## config.mk

```make
export PLATFORM = sky130hd
export DESIGN_NAME = mcf_regs
export DESIGN_NICKNAME = d
export VERILOG_FILES = /design/src/mcf_pkg.sv /design/src/mcf_regs.sv
export SDC_FILE = /design/constraint.sdc
export NUM_CORES = 1
export LEC_CHECK = 0
export BUFFER_PORTS_ARGS = -buffer_cell sky130_fd_sc_hd__buf_2
export CORE_MARGIN = 4
export CORE_UTILIZATION = 48
export DETAILED_ROUTE_END_ITERATION = 16
export PLACE_DENSITY = 0.83
export SETUP_SLACK_MARGIN = 0.4
export SLEW_MARGIN = 0
export SYNTH_ARGS = -nofsm -noshare
export SYNTH_HDL_FRONTEND = slang
export SYNTH_SLANG_ARGS = --single-unit
```

## constraint.sdc

```tcl
create_clock -name clk -period 1.85 [get_ports clk]
set_input_delay 0.0925 -clock clk [delete_from_list [all_inputs] [get_ports clk]]
set_output_delay 0.0925 -clock clk [all_outputs]
set_load 0.01 [all_outputs]
```

## src/mcf_pkg.sv

```systemverilog
// Package for the context and fault register bank: offsets, fields, reset values, structs
//
// Behaviour
// - Twelve-bit current context register, 4096 contexts.
// - Cache and translation hits need stored context equal to current context.
// - Reset cause: watchdog bit 2, soft internal bit 1, soft external bit 0.
// - Writing one to soft internal or soft external bit triggers that reset.
// - Reset cause bits clear at power-on and on a read of the reset register.
// - Root pointer valid clears at power-on, context write, context table write.
// - Separate instruction and data level-2 pointers, valid cleared at power-on.
// - Data pointer: value bits 31:4, bits 3:1 reserved, valid bit 0.
// - Index tags: instruction tag bits 31:18, data tag bits 15:2.
// - Replacement and initial replacement counters, both zero at power-on.
// - Synchronous fault raises memory exception with hold and data strobe only.
// - Delayed write-buffer faults are asynchronous; all others synchronous.
// - Copy-back flush walk error sets bit 13, captures missed access address.
// - Sync status bits 12,11,10: uncorrectable, timeout, bus error from bus.
// - Sync status: level 9:8, access kind 7:5, fault kind 4:2.
// - Status bit 1 set when sync fault address is valid.
// - Status bit 0 set on double fault with differing status.
// - Sync status fields clear at power-on and on status read.
// - Synchronous fault captures faulting virtual address.
// - Asynchronous fault asserts the memory error output when the occurred bit is clear.
// - Async fault: address 31:0 in address register, 35:32 in status 7:4.
// - Async occurred bit blocks further capture; reset or either read clears it.
// - Async flags clear at power-on and on status read.
package mcf_pkg;
    // Register addresses within the register space (word aligned)
    localparam logic [7:0] OFF_CONTROL     = 8'h00;
    localparam logic [7:0] OFF_TABLE_BASE  = 8'h01;
    localparam logic [7:0] OFF_CONTEXT     = 8'h02;
    localparam logic [7:0] OFF_RESET       = 8'h03;
    localparam logic [7:0] OFF_ROOT        = 8'h04;
    localparam logic [7:0] OFF_IPTR        = 8'h05;
    localparam logic [7:0] OFF_DPTR        = 8'h06;
    localparam logic [7:0] OFF_TAGS        = 8'h07;
    localparam logic [7:0] OFF_REPL        = 8'h08;
    localparam logic [7:0] OFF_SSTAT       = 8'h13;
    localparam logic [7:0] OFF_SADDR       = 8'h14;
    localparam logic [7:0] OFF_ASTAT       = 8'h15;
    localparam logic [7:0] OFF_AADDR       = 8'h16;
    localparam logic [7:0] REG_ASI         = 8'h04;
    // Field layout
    localparam int CTX_W         = 12;
    localparam int BIT_WDOG      = 2;
    localparam int BIT_SIR       = 1;
    localparam int BIT_SER       = 0;
    localparam int BIT_VALID     = 0;
    localparam int PTR_LSB       = 4;
    localparam int INSTR_POINTER_TAG_LSB      = 18;
    localparam int DATA_POINTER_TAG_LSB      = 2;
    localparam int TAG_W         = 14;
    localparam int CNT_W         = 6;
    localparam int IRC_LSB       = 8;
    localparam int BIT_CBT       = 13;
    localparam int BIT_UC        = 12;
    localparam int BIT_TO        = 11;
    localparam int BIT_BE        = 10;
    localparam int LVL_LSB       = 8;
    localparam int AT_LSB        = 5;
    localparam int FT_LSB        = 2;
    localparam int BIT_FAV       = 1;
    localparam int BIT_OW        = 0;
    localparam int AFA_LSB       = 4;
    localparam int BIT_AFO       = 0;
    // Reset values
    localparam logic [31:0] RST_WORD  = 32'h0000_0000;
    localparam logic [11:0] RST_CTX   = 12'h000;
    localparam logic [5:0]  RST_CNT   = 6'h00;
    localparam logic [2:0]  RST_CAUSE = 3'h0;
    localparam logic [2:0]  RST_FLAGS = 3'h0;
    // Bus error codes: uncorrectable, timeout, bus error
    typedef struct packed {
        logic uc;
        logic tmo;
        logic be;
    } mcf_err_t;
    // Register access from the processor
    typedef struct packed {
        logic        valid;
        logic        write;
        logic [7:0]  asi;
        logic [7:0]  addr;
        logic [31:0] wdata;
    } mcf_req_t;
    // Synchronous fault report
    typedef struct packed {
        logic        valid;
        logic        copyback;
        logic [1:0]  level;
        logic [2:0]  access_kind;
        logic [2:0]  fault_kind;
        logic [31:0] vaddr;
        mcf_err_t    err;
    } mcf_sfault_t;
    // Asynchronous fault report
    typedef struct packed {
        logic        valid;
        logic        write_buffer;
        logic [35:0] paddr;
        mcf_err_t    err;
    } mcf_afault_t;
endpackage

```

## src/mcf_regs.sv

```systemverilog
// Context, pointer cache, replacement and fault register bank
module mcf_regs
(
    input  wire logic               clk,
    input  wire logic               arst_n,
    input  wire mcf_pkg::mcf_req_t  req,
    output logic [31:0]             rdata,
    output logic                    rvalid,
    input  wire logic               watchdog_event,
    input  wire logic               iptr_load,
    input  wire logic [27:0]        iptr_value,
    input  wire logic [13:0]        iptr_tag,
    input  wire logic               dptr_load,
    input  wire logic [27:0]        dptr_value,
    input  wire logic [13:0]        dptr_tag,
    input  wire logic               root_load,
    input  wire logic [31:0]        root_value,
    input  wire logic               repl_step,
    input  wire mcf_pkg::mcf_sfault_t sfault,
    input  wire logic               sfault_trap_differs,
    input  wire mcf_pkg::mcf_afault_t afault,
    input  wire logic [11:0]        entry_context,
    output logic                    context_match,
    output logic                    soft_internal_reset,
    output logic                    soft_external_reset,
    output logic                    memory_exception_out,
    output logic                    processor_hold_out,
    output logic                    memory_data_strobe,
    output logic                    memory_error_irq,
    output logic [11:0]             current_context
);
    import mcf_pkg::*;

    logic [31:0]      table_base;
    logic [2:0]       reset_cause;
    logic [31:0]      root_pointer;
    logic [31:0]      instr_table_pointer;
    logic [27:0]      data_ptr_value;
    logic             data_ptr_valid;
    logic [TAG_W-1:0] instr_pointer_tag;
    logic [TAG_W-1:0] data_pointer_tag;
    logic [CNT_W-1:0] replacement_counter;
    logic [CNT_W-1:0] initial_replacement_counter;
    logic             copyback_xlate_error;
    mcf_err_t         s_err;
    logic [1:0]       s_level;
    logic [2:0]       access_kind;
    logic [2:0]       fault_kind;
    logic             fault_addr_valid;
    logic             overwrite_flag;
    logic [31:0]      sync_fault_address;
    mcf_err_t         a_err;
    logic [3:0]       async_addr_high;
    logic             async_fault_seen;
    logic [31:0]      async_fault_address;
    logic             acc;
    logic             wr;
    logic             rd;
    logic             async_take;
    logic [31:0]      next_rdata;

    // Only alternate accesses in the register space reach the bank
    assign acc = req.valid && (req.asi == REG_ASI);
    assign wr  = acc && req.write;
    assign rd  = acc && !req.write;
    // Only write-buffer faults are recorded as asynchronous, one at a time
    assign async_take = afault.valid && afault.write_buffer && !async_fault_seen;

    // Current context
    always_ff @(posedge clk or negedge arst_n)
    begin
        if (!arst_n)
            current_context <= RST_CTX;
        else if (wr && req.addr == OFF_CONTEXT)
            current_context <= req.wdata[CTX_W-1:0];
    end

    // Context qualification of tag and translation hits, registered
    always_ff @(posedge clk or negedge arst_n)
    begin
        if (!arst_n)
            context_match <= 1'b0;
        else
            context_match <= (entry_context == current_context);
    end

    // Context table base: stored here only for read-back; a write also drops the root entry
    always_ff @(posedge clk or negedge arst_n)
    begin
        if (!arst_n)
            table_base <= RST_WORD;
        else if (wr && req.addr == OFF_TABLE_BASE)
            table_base <= req.wdata;
    end

    // Reset cause; set wins over a read in the same cycle
    always_ff @(posedge clk or negedge arst_n)
    begin
        if (!arst_n)
            reset_cause <= RST_CAUSE;
        else
        begin
            reset_cause <= (rd && req.addr == OFF_RESET) ? RST_CAUSE : reset_cause;
            if (watchdog_event)
                reset_cause[BIT_WDOG] <= 1'b1;
            if (wr && req.addr == OFF_RESET)
            begin
                if (req.wdata[BIT_SIR])
                    reset_cause[BIT_SIR] <= 1'b1;
                if (req.wdata[BIT_SER])
                    reset_cause[BIT_SER] <= 1'b1;
            end
        end
    end

    // One-cycle software reset pulses
    always_ff @(posedge clk or negedge arst_n)
    begin
        if (!arst_n)
        begin
            soft_internal_reset <= 1'b0;
            soft_external_reset <= 1'b0;
        end
        else
        begin
            soft_internal_reset <= wr && req.addr == OFF_RESET && req.wdata[BIT_SIR];
            soft_external_reset <= wr && req.addr == OFF_RESET && req.wdata[BIT_SER];
        end
    end

    // Root pointer; context or table base change invalidates it
    always_ff @(posedge clk or negedge arst_n)
    begin
        if (!arst_n)
            root_pointer <= RST_WORD;
        else if (wr && req.addr == OFF_ROOT)
            root_pointer <= req.wdata;
        else if (wr && (req.addr == OFF_CONTEXT || req.addr == OFF_TABLE_BASE))
            root_pointer[BIT_VALID] <= 1'b0;
        else if (root_load)
            root_pointer <= root_value;
    end

    // Level-2 instruction and data pointers and their index tags
    always_ff @(posedge clk or negedge arst_n)
    begin
        if (!arst_n)
        begin
            instr_table_pointer <= RST_WORD;
            data_ptr_value      <= '0;
            data_ptr_valid      <= 1'b0;
            instr_pointer_tag   <= '0;
            data_pointer_tag    <= '0;
        end
        else
        begin
            if (wr && req.addr == OFF_IPTR)
                instr_table_pointer <= req.wdata;
            else if (iptr_load)
            begin
                instr_table_pointer <= {iptr_value, 3'b000, 1'b1};
                instr_pointer_tag   <= iptr_tag;
            end
            if (wr && req.addr == OFF_DPTR)
            begin
                data_ptr_value <= req.wdata[31:PTR_LSB];
                data_ptr_valid <= req.wdata[BIT_VALID];
            end
            else if (dptr_load)
            begin
                data_ptr_value   <= dptr_value;
                data_ptr_valid   <= 1'b1;
                data_pointer_tag <= dptr_tag;
            end
            if (wr && req.addr == OFF_TAGS)
            begin
                instr_pointer_tag <= req.wdata[31:INSTR_POINTER_TAG_LSB];
                data_pointer_tag  <= req.wdata[DATA_POINTER_TAG_LSB+TAG_W-1:DATA_POINTER_TAG_LSB];
            end
        end
    end

    // Replacement counters; counter wraps back to the initial value
    always_ff @(posedge clk or negedge arst_n)
    begin
        if (!arst_n)
        begin
            replacement_counter         <= RST_CNT;
            initial_replacement_counter <= RST_CNT;
        end
        else if (wr && req.addr == OFF_REPL)
        begin
            replacement_counter         <= req.wdata[CNT_W-1:0];
            initial_replacement_counter <= req.wdata[IRC_LSB+CNT_W-1:IRC_LSB];
        end
        else if (repl_step)
            replacement_counter <= (&replacement_counter) ? initial_replacement_counter
                                 : replacement_counter + 6'h01;
    end

    // Synchronous fault status and address; a new fault wins over a clearing read
    always_ff @(posedge clk or negedge arst_n)
    begin
        if (!arst_n)
        begin
            copyback_xlate_error <= 1'b0;
            s_err                <= RST_FLAGS;
            s_level              <= '0;
            access_kind          <= '0;
            fault_kind           <= '0;
            fault_addr_valid     <= 1'b0;
            overwrite_flag       <= 1'b0;
            sync_fault_address   <= RST_WORD;
        end
        else if (sfault.valid)
        begin
            copyback_xlate_error <= sfault.copyback;
            s_err                <= sfault.err;
            s_level              <= sfault.level;
            access_kind          <= sfault.access_kind;
            fault_kind           <= sfault.fault_kind;
            sync_fault_address   <= sfault.vaddr;
            fault_addr_valid     <= 1'b1;
            overwrite_flag       <= fault_addr_valid && sfault_trap_differs;
        end
        else if (rd && req.addr == OFF_SSTAT)
        begin
            copyback_xlate_error <= 1'b0;
            s_err                <= RST_FLAGS;
            s_level              <= '0;
            access_kind          <= '0;
            fault_kind           <= '0;
            fault_addr_valid     <= 1'b0;
            overwrite_flag       <= 1'b0;
        end
    end

    // Exception to the processor for synchronous faults only
    always_ff @(posedge clk or negedge arst_n)
    begin
        if (!arst_n)
        begin
            memory_exception_out <= 1'b0;
            processor_hold_out   <= 1'b0;
            memory_data_strobe   <= 1'b0;
        end
        else
        begin
            memory_exception_out <= sfault.valid;
            processor_hold_out   <= sfault.valid;
            memory_data_strobe   <= sfault.valid;
        end
    end

    // Asynchronous fault capture; capture wins over a clearing read
    always_ff @(posedge clk or negedge arst_n)
    begin
        if (!arst_n)
        begin
            a_err               <= RST_FLAGS;
            async_addr_high     <= '0;
            async_fault_seen    <= 1'b0;
            async_fault_address <= RST_WORD;
        end
        else if (async_take)
        begin
            a_err               <= afault.err;
            async_addr_high     <= afault.paddr[35:32];
            async_fault_address <= afault.paddr[31:0];
            async_fault_seen    <= 1'b1;
        end
        else if (rd && req.addr == OFF_ASTAT)
        begin
            a_err            <= RST_FLAGS;
            async_fault_seen <= 1'b0;
        end
        else if (rd && req.addr == OFF_AADDR)
            async_fault_seen <= 1'b0;
    end

    // Memory error pulse for asynchronous faults
    always_ff @(posedge clk or negedge arst_n)
    begin
        if (!arst_n)
            memory_error_irq <= 1'b0;
        else
            memory_error_irq <= async_take;
    end

    // Read mux; reserved bits and unmapped addresses read zero
    always_comb
    begin
        next_rdata = RST_WORD;
        case (req.addr)
            OFF_TABLE_BASE: next_rdata = table_base;
            OFF_CONTEXT:    next_rdata[CTX_W-1:0] = current_context;
            OFF_RESET:      next_rdata[2:0] = reset_cause;
            OFF_ROOT:       next_rdata = root_pointer;
            OFF_IPTR:       next_rdata = instr_table_pointer;
            OFF_DPTR:       next_rdata = {data_ptr_value, 3'b000, data_ptr_valid};
            OFF_TAGS:       next_rdata = {instr_pointer_tag, 2'b00, data_pointer_tag, 2'b00};
            OFF_REPL:
            begin
                next_rdata[CNT_W-1:0] = replacement_counter;
                next_rdata[IRC_LSB+CNT_W-1:IRC_LSB] = initial_replacement_counter;
            end
            OFF_SSTAT:      next_rdata = {18'h0, copyback_xlate_error, s_err, s_level,
                                          access_kind, fault_kind, fault_addr_valid,
                                          overwrite_flag};
            OFF_SADDR:      next_rdata = sync_fault_address;
            OFF_ASTAT:      next_rdata = {19'h0, a_err, 2'b00, async_addr_high, 3'b000,
                                          async_fault_seen};
            OFF_AADDR:      next_rdata = async_fault_address;
            default:        next_rdata = RST_WORD;
        endcase
    end

    // Registered read answer, one cycle after the request
    always_ff @(posedge clk or negedge arst_n)
    begin
        if (!arst_n)
        begin
            rdata  <= RST_WORD;
            rvalid <= 1'b0;
        end
        else
        begin
            rvalid <= rd;
            rdata  <= rd ? next_rdata : RST_WORD;
        end
    end
endmodule // mcf_regs

```

; Yosys cells after proc, flatten, opt, wreduce, memory -nomap -nowiden
; Index checks and enable logic that the tools add are counted.
[word_totals]
reg_bits = 304
input_bits = 272
out_inout_bits = 52
elab_cells = 139
[classes]
addsub = 1
n_eq_ne = 17
mux = 46
n_reduce_logical = 39
[ops]
columns = cell, count
row1 = $mux W32, 5
row2 = $pmux W18 S7, 1
row3 = $mux W14, 6
row4 = $mux W28, 2
row5 = $pmux W4 S11, 1
row6 = $eq A8 B3 Y1 const B, 5
row7 = $pmux W2 S10, 2
row8 = $pmux W3 S12, 1
row9 = $pmux W3 S11, 1
row10 = $eq A8 B5 Y1 const B, 4
row11 = $mux W31, 1
row12 = $logic_and A1 B1 Y1, 21
row13 = $mux W3, 7
row14 = $mux W6, 3
row15 = $reduce_bool A2 Y1, 9
row16 = $eq A8 B2 Y1 const B, 2
row17 = $mux W1, 13
row18 = $eq A12 B12 Y1, 1
row19 = $eq A8 B1 Y1 const B, 1
row20 = $eq A8 B4 Y1 const B, 1
row21 = $add A6 B1 Y6 const B, 1
row22 = $mux W2, 3
row23 = $reduce_and A2 Y1, 3
row24 = $reduce_and A6 Y1, 1
row25 = other kinds (5), 8

; Longest topological paths before layout
[logic_depth]
ltp_word = 7
mapped_depth = 9
ltp_nobuf = 6

; Worst setup path after synthesis
; No wires, ideal clock.
[synth_path]
path_type = input -> register
start = in req[36] (netlist bit)
end = reg current_context[10]
setup_ns = 0.125
t_arrival_ns = 1.645
required_time_ns = 1.725
setup_slack_ns = 0.080
path_stages = 6
path_buffers = 2
path_cell_list = buf_4 > nor4_4 > nand2_2 > nor3_2 > buf_4 > mux2_2
[synth_between]
elab_chain_cells = 2
[synth_lines]
columns = item, line_no
row1 = start: declaration, mcf_regs.sv:6  ; input wire mcf_pkg::mcf_req_t req,
row2 = $eq A8 B2 Y1, mcf_regs.sv:74  ; else if (wr && req.addr == OFF_CONTEXT)
row3 = $logic_and A1 B1 Y1, mcf_regs.sv:74
row4 = end signal: assignment, mcf_regs.sv:75  ; current_context <= req.wdata[CTX_W-1:0];
row5 = end: declaration, mcf_regs.sv:30  ; output logic [11:0] current_context
; Every way passes these cells.
; A chain may end at the register's enable or synchronous reset.

; Worst setup path after layout
[layout_path]
start = reg current_context[5]
end = reg rdata[5]
[layout_between]
elab_chain_cells = 2
[layout_lines]
columns = item, line_no
row1 = $pmux W3 S11, mcf_regs.sv:294  ; case (req.addr)
row2 = $mux W32, mcf_regs.sv:329  ; rdata <= rd ? next_rdata : RST_WORD;
row3 = end signal: assignment, mcf_regs.sv:329
row4 = end: declaration, mcf_regs.sv:7  ; output logic [31:0] rdata,
; Every way passes these cells.

==> summary.txt <==
Clock tree
  – Clock Path Buffers: 3
  – TritonCTS Buffers: 34
  – Clk sink count: 304
  – Reg clk slew, reported paths: 0.06 ns
  – CTS tree: done
  – Htree depth: 2
  – Clock Latency Late Sink: 0.53 ns
  – Root Buffer: clkbuf_16

Detailed routing
  – Vias post-DR: 16110
  – Initial drt markers: 2390
  – Detail Route Antenna Nets: 0
  – First-pass DRT Iterations: 8
  – Via density: 6.444
  – Post-route DRC: 0
  – Drt total wl: 69.97 mm
  – Wire per inst: 27.99 um

Logic synthesis
  – Main synth FF type: dfrtp_1
  – Top cells by area, synth: dfrtp_1, mux2_2, mux2i_1, nand2_1, a21oi_1
  – Synth top area share: 51.59%
  – Syn Inst Count: 1427
  – Most common cell in the netlist: dfrtp_1
  – Post-Syn Nets: 1700
  – Flops & latches, synth: 304
  – YS warnings: 0
  – List of most frequent post-synthesis cells: dfrtp_1, nand2_1, a21oi_1, nor2_1, mux2i_1
  – Synth area leader: dfrtp_1
  – Post-synth EDFFs: 0
  – Avg Inst Size Synth: 10.33 sq um
  – Sequential share of the synthesized area: 51.59%
  – Synthesized cell area: 0.01475 sq mm
  – Fraction of registers with async set/reset: 100.0%
  – Unique masters post-synth: 72

Placement
  – Area after DPL: 0.01801 sq mm
  – Hpwl dp: 42.73 mm
  – Routability cong.: 1.028
  – Dpl ws: -0.2529 ns
  – Number of I/O port buffers: 323

Timing
  – Worst Skew: 0.02363 ns
  – Fin crit share: 94.72%
  – Max-slew headroom: 59.06%
  – Hold Violations, Final: 0
  – RSZ-0062 raised after global routing: yes
  – Fin Setup TNS: 0 ns
  – F_max: 570.7 MHz
  – Setup ws final: 0.09775 ns
  – Worst slew pin tran: 0.6134 ns
  – Final setup fails: 0
  – Pins Over Slew Limit: 0
  – Tmin final: 1.752 ns

Job
  – Max_cap viols: 0

Global routing
  – First-pass GRT wire length: 102.4 mm
  – Gr ovfl total: 0
  – Total track usage: 40.03%
  – Initial antenna violation count: 3
  – Vias in the first global route: 16710
  – Pin count of the biggest net entering global routing: 58

Setup path
  – Critical path fanouts, max: 2
  – CP required: 2.25 ns
  – Reg-to-Reg End: rdata[5]
  – Internal reg-to-reg setup slack: 0.1 ns
  – Setup crit start: current_context[5]
  – CP Class: flop to flop
  – Crit path DAT: 2.15 ns
  – Kind of start point of the critical path: flop
  – Crit end category: flop
  – Reg2reg path depth: 6
  – Origin of the critical flop-to-flop path: current_context[5]

Power and ir drop
  – Pwr per Cell Area: 830.7 mW/mm^2
  – VDD IR-drop max: 0.0007635 V
  – Leakage power: 10.43 nW

Floorplan
  – Core area: 0.02995 sq mm
  – IO Pins: 324
  – # rows: 63
  – Initial core utilization: 49.23%
  – Die width: 183.3 um
  – Die area: 0.03359 sq mm
  – Die Ht: 183.3 um

Min path
  – Startpoint of the worst hold path: root_value[8]
  – Worst hold path type: input port to flop
  – WHS Path Cells: 3
  – Hold Crit Endpoint: root_pointer[8]

Outcome
  – Status: finished clean

Final layout
  – Fin util: 73.41%
  – Cell area after layout: 0.02199 sq mm
  – # nets final: 2356
  – Share of layout cells above drive strength 1: 32.56%
  – Area Growth Syn to Fin: 49.12%
## sequential cells by signal (all words and copies together) (netlist names), 4 cells and up
register	count
async_fault_address	32
data_ptr_value	28
sync_fault_address	32
instr_pointer_tag	14
root_pointer	32
data_pointer_tag	14
replacement_counter	6
rdata	32
table_base	32
async_addr_high	4
current_context	12
initial_replacement_counter	6
instr_table_pointer	32
## cell usage in the layout, fill, tap and decap left out, types with 6 or more instances in the layout
| master | count |
|---|---|
| a21o_1 | 9 |
| a21oi_1 | 99 |
| a222oi_1 | 19 |
| a22o_1 | 15 |
| a22oi_1 | 32 |
| a31oi_1 | 35 |
| and3_1 | 10 |
| buf_12 | 36 |
| buf_2 | 320 |
| buf_4 | 116 |
| buf_6 | 10 |
| clkbuf_1 | 10 |
| clkbuf_16 | 37 |
| dfrtp_1 | 300 |
| dlygate4sd3_1 | 245 |
| mux2_2 | 68 |
| mux2_4 | 14 |
| mux2i_1 | 85 |
| nand2_1 | 202 |
| nand2_2 | 6 |
| nand3_1 | 56 |
| nand3b_1 | 6 |
| nand4_1 | 8 |
| nor2_1 | 100 |
| nor2b_1 | 6 |
| nor3_1 | 11 |
| nor3_4 | 8 |
| o21a_1 | 32 |
| o21ai_0 | 35 |
| o22a_1 | 31 |
| xnor2_1 | 11 |
## worst max path at each step
stage               slack [ns]                to
floorplan                 0.23  root_pointer[10]
global placement         -0.20         rdata[14]
detailed placement       -0.25         rdata[14]
CTS                        0.1          rdata[5]
global route               0.1          rdata[5]
finish                     0.1          rdata[5]
## cell families (layout without fill, tap and decap cells)
family	after synthesis	count (layout)	synth area share [%]
xor gates and xnor gates	14	14	0.8316
adders and majority gates	2	2	0.1527
and+or+nand+nor	457	457	14.40
AOI/OAI and AO/OA	365	365	16.97
other	0	3	0
DFF	304	304	51.59
muxes	168	168	12.10
buffers and inverters	117	797	3.954
## final cells by class
| class | count | area [sq um] |
|---|---|---|
| diodes | 3 | 7.507 |
| clock buffers | 49 | 957.2 |
| clock inverters | 11 | 155.1 |
| fillers | 1926 | 7965 |
| inverters | 5 | 23.77 |
| multi-input cells | 1006 | 6889 |
| flip-flops and latches | 304 | 7612 |
| well taps | 390 | 488.0 |
| repair buffers | 732 | 5856 |
## routing by layer
layer / share of wire, % / vias to the layer above / track usage [%]
met2: 46 / 1543 / 64.91
met4: 8.0 / 2 / 24.52
met5: 0.019 / - / 0
li1: - / 6489 / -
met1: 34 / 7623 / 48.66
met3: 12 / 452 / 9.302
## repair_timing
action | in CTS | in global routing
setup endpoints to repair | 31 | 92
gates resized for setup | 16 | 34
setup buffers | 5 | 10
hold buffers | 245 | 0
gates cloned | 0 | 3
hold endpoints to repair | 446 | 0
pin swaps | 6 | 15
## report_power, final
group          internal (mW)  switching, mW  total [mW]
combinational           1.52           1.64        3.16
clock                   4.05           2.91        6.95
sequential              7.40          0.749        8.15
## critical path, stage by stage, from the launching register on
cell and delay [ns]:
dfrtp_1 0.37, nor3b_2 0.16, a31oi_2 0.26, nor4_2 0.09, buf_4 0.13, a221o_1 0.30
o41a_1 0.32
## through the flow
stage	std cells	total power, mW	hold slack, ns
finish	2500	18.27	0.005668
global route	2498	18.76	0.03024
CTS	2484	17.76	0.0005396
detailed placement	2174	10.51	-0.006277
global placement	2174	10.37	-0.01169
floorplan	1427	9.153	-0.2031
Note: power is estimated with default switching activity, not from simulation.
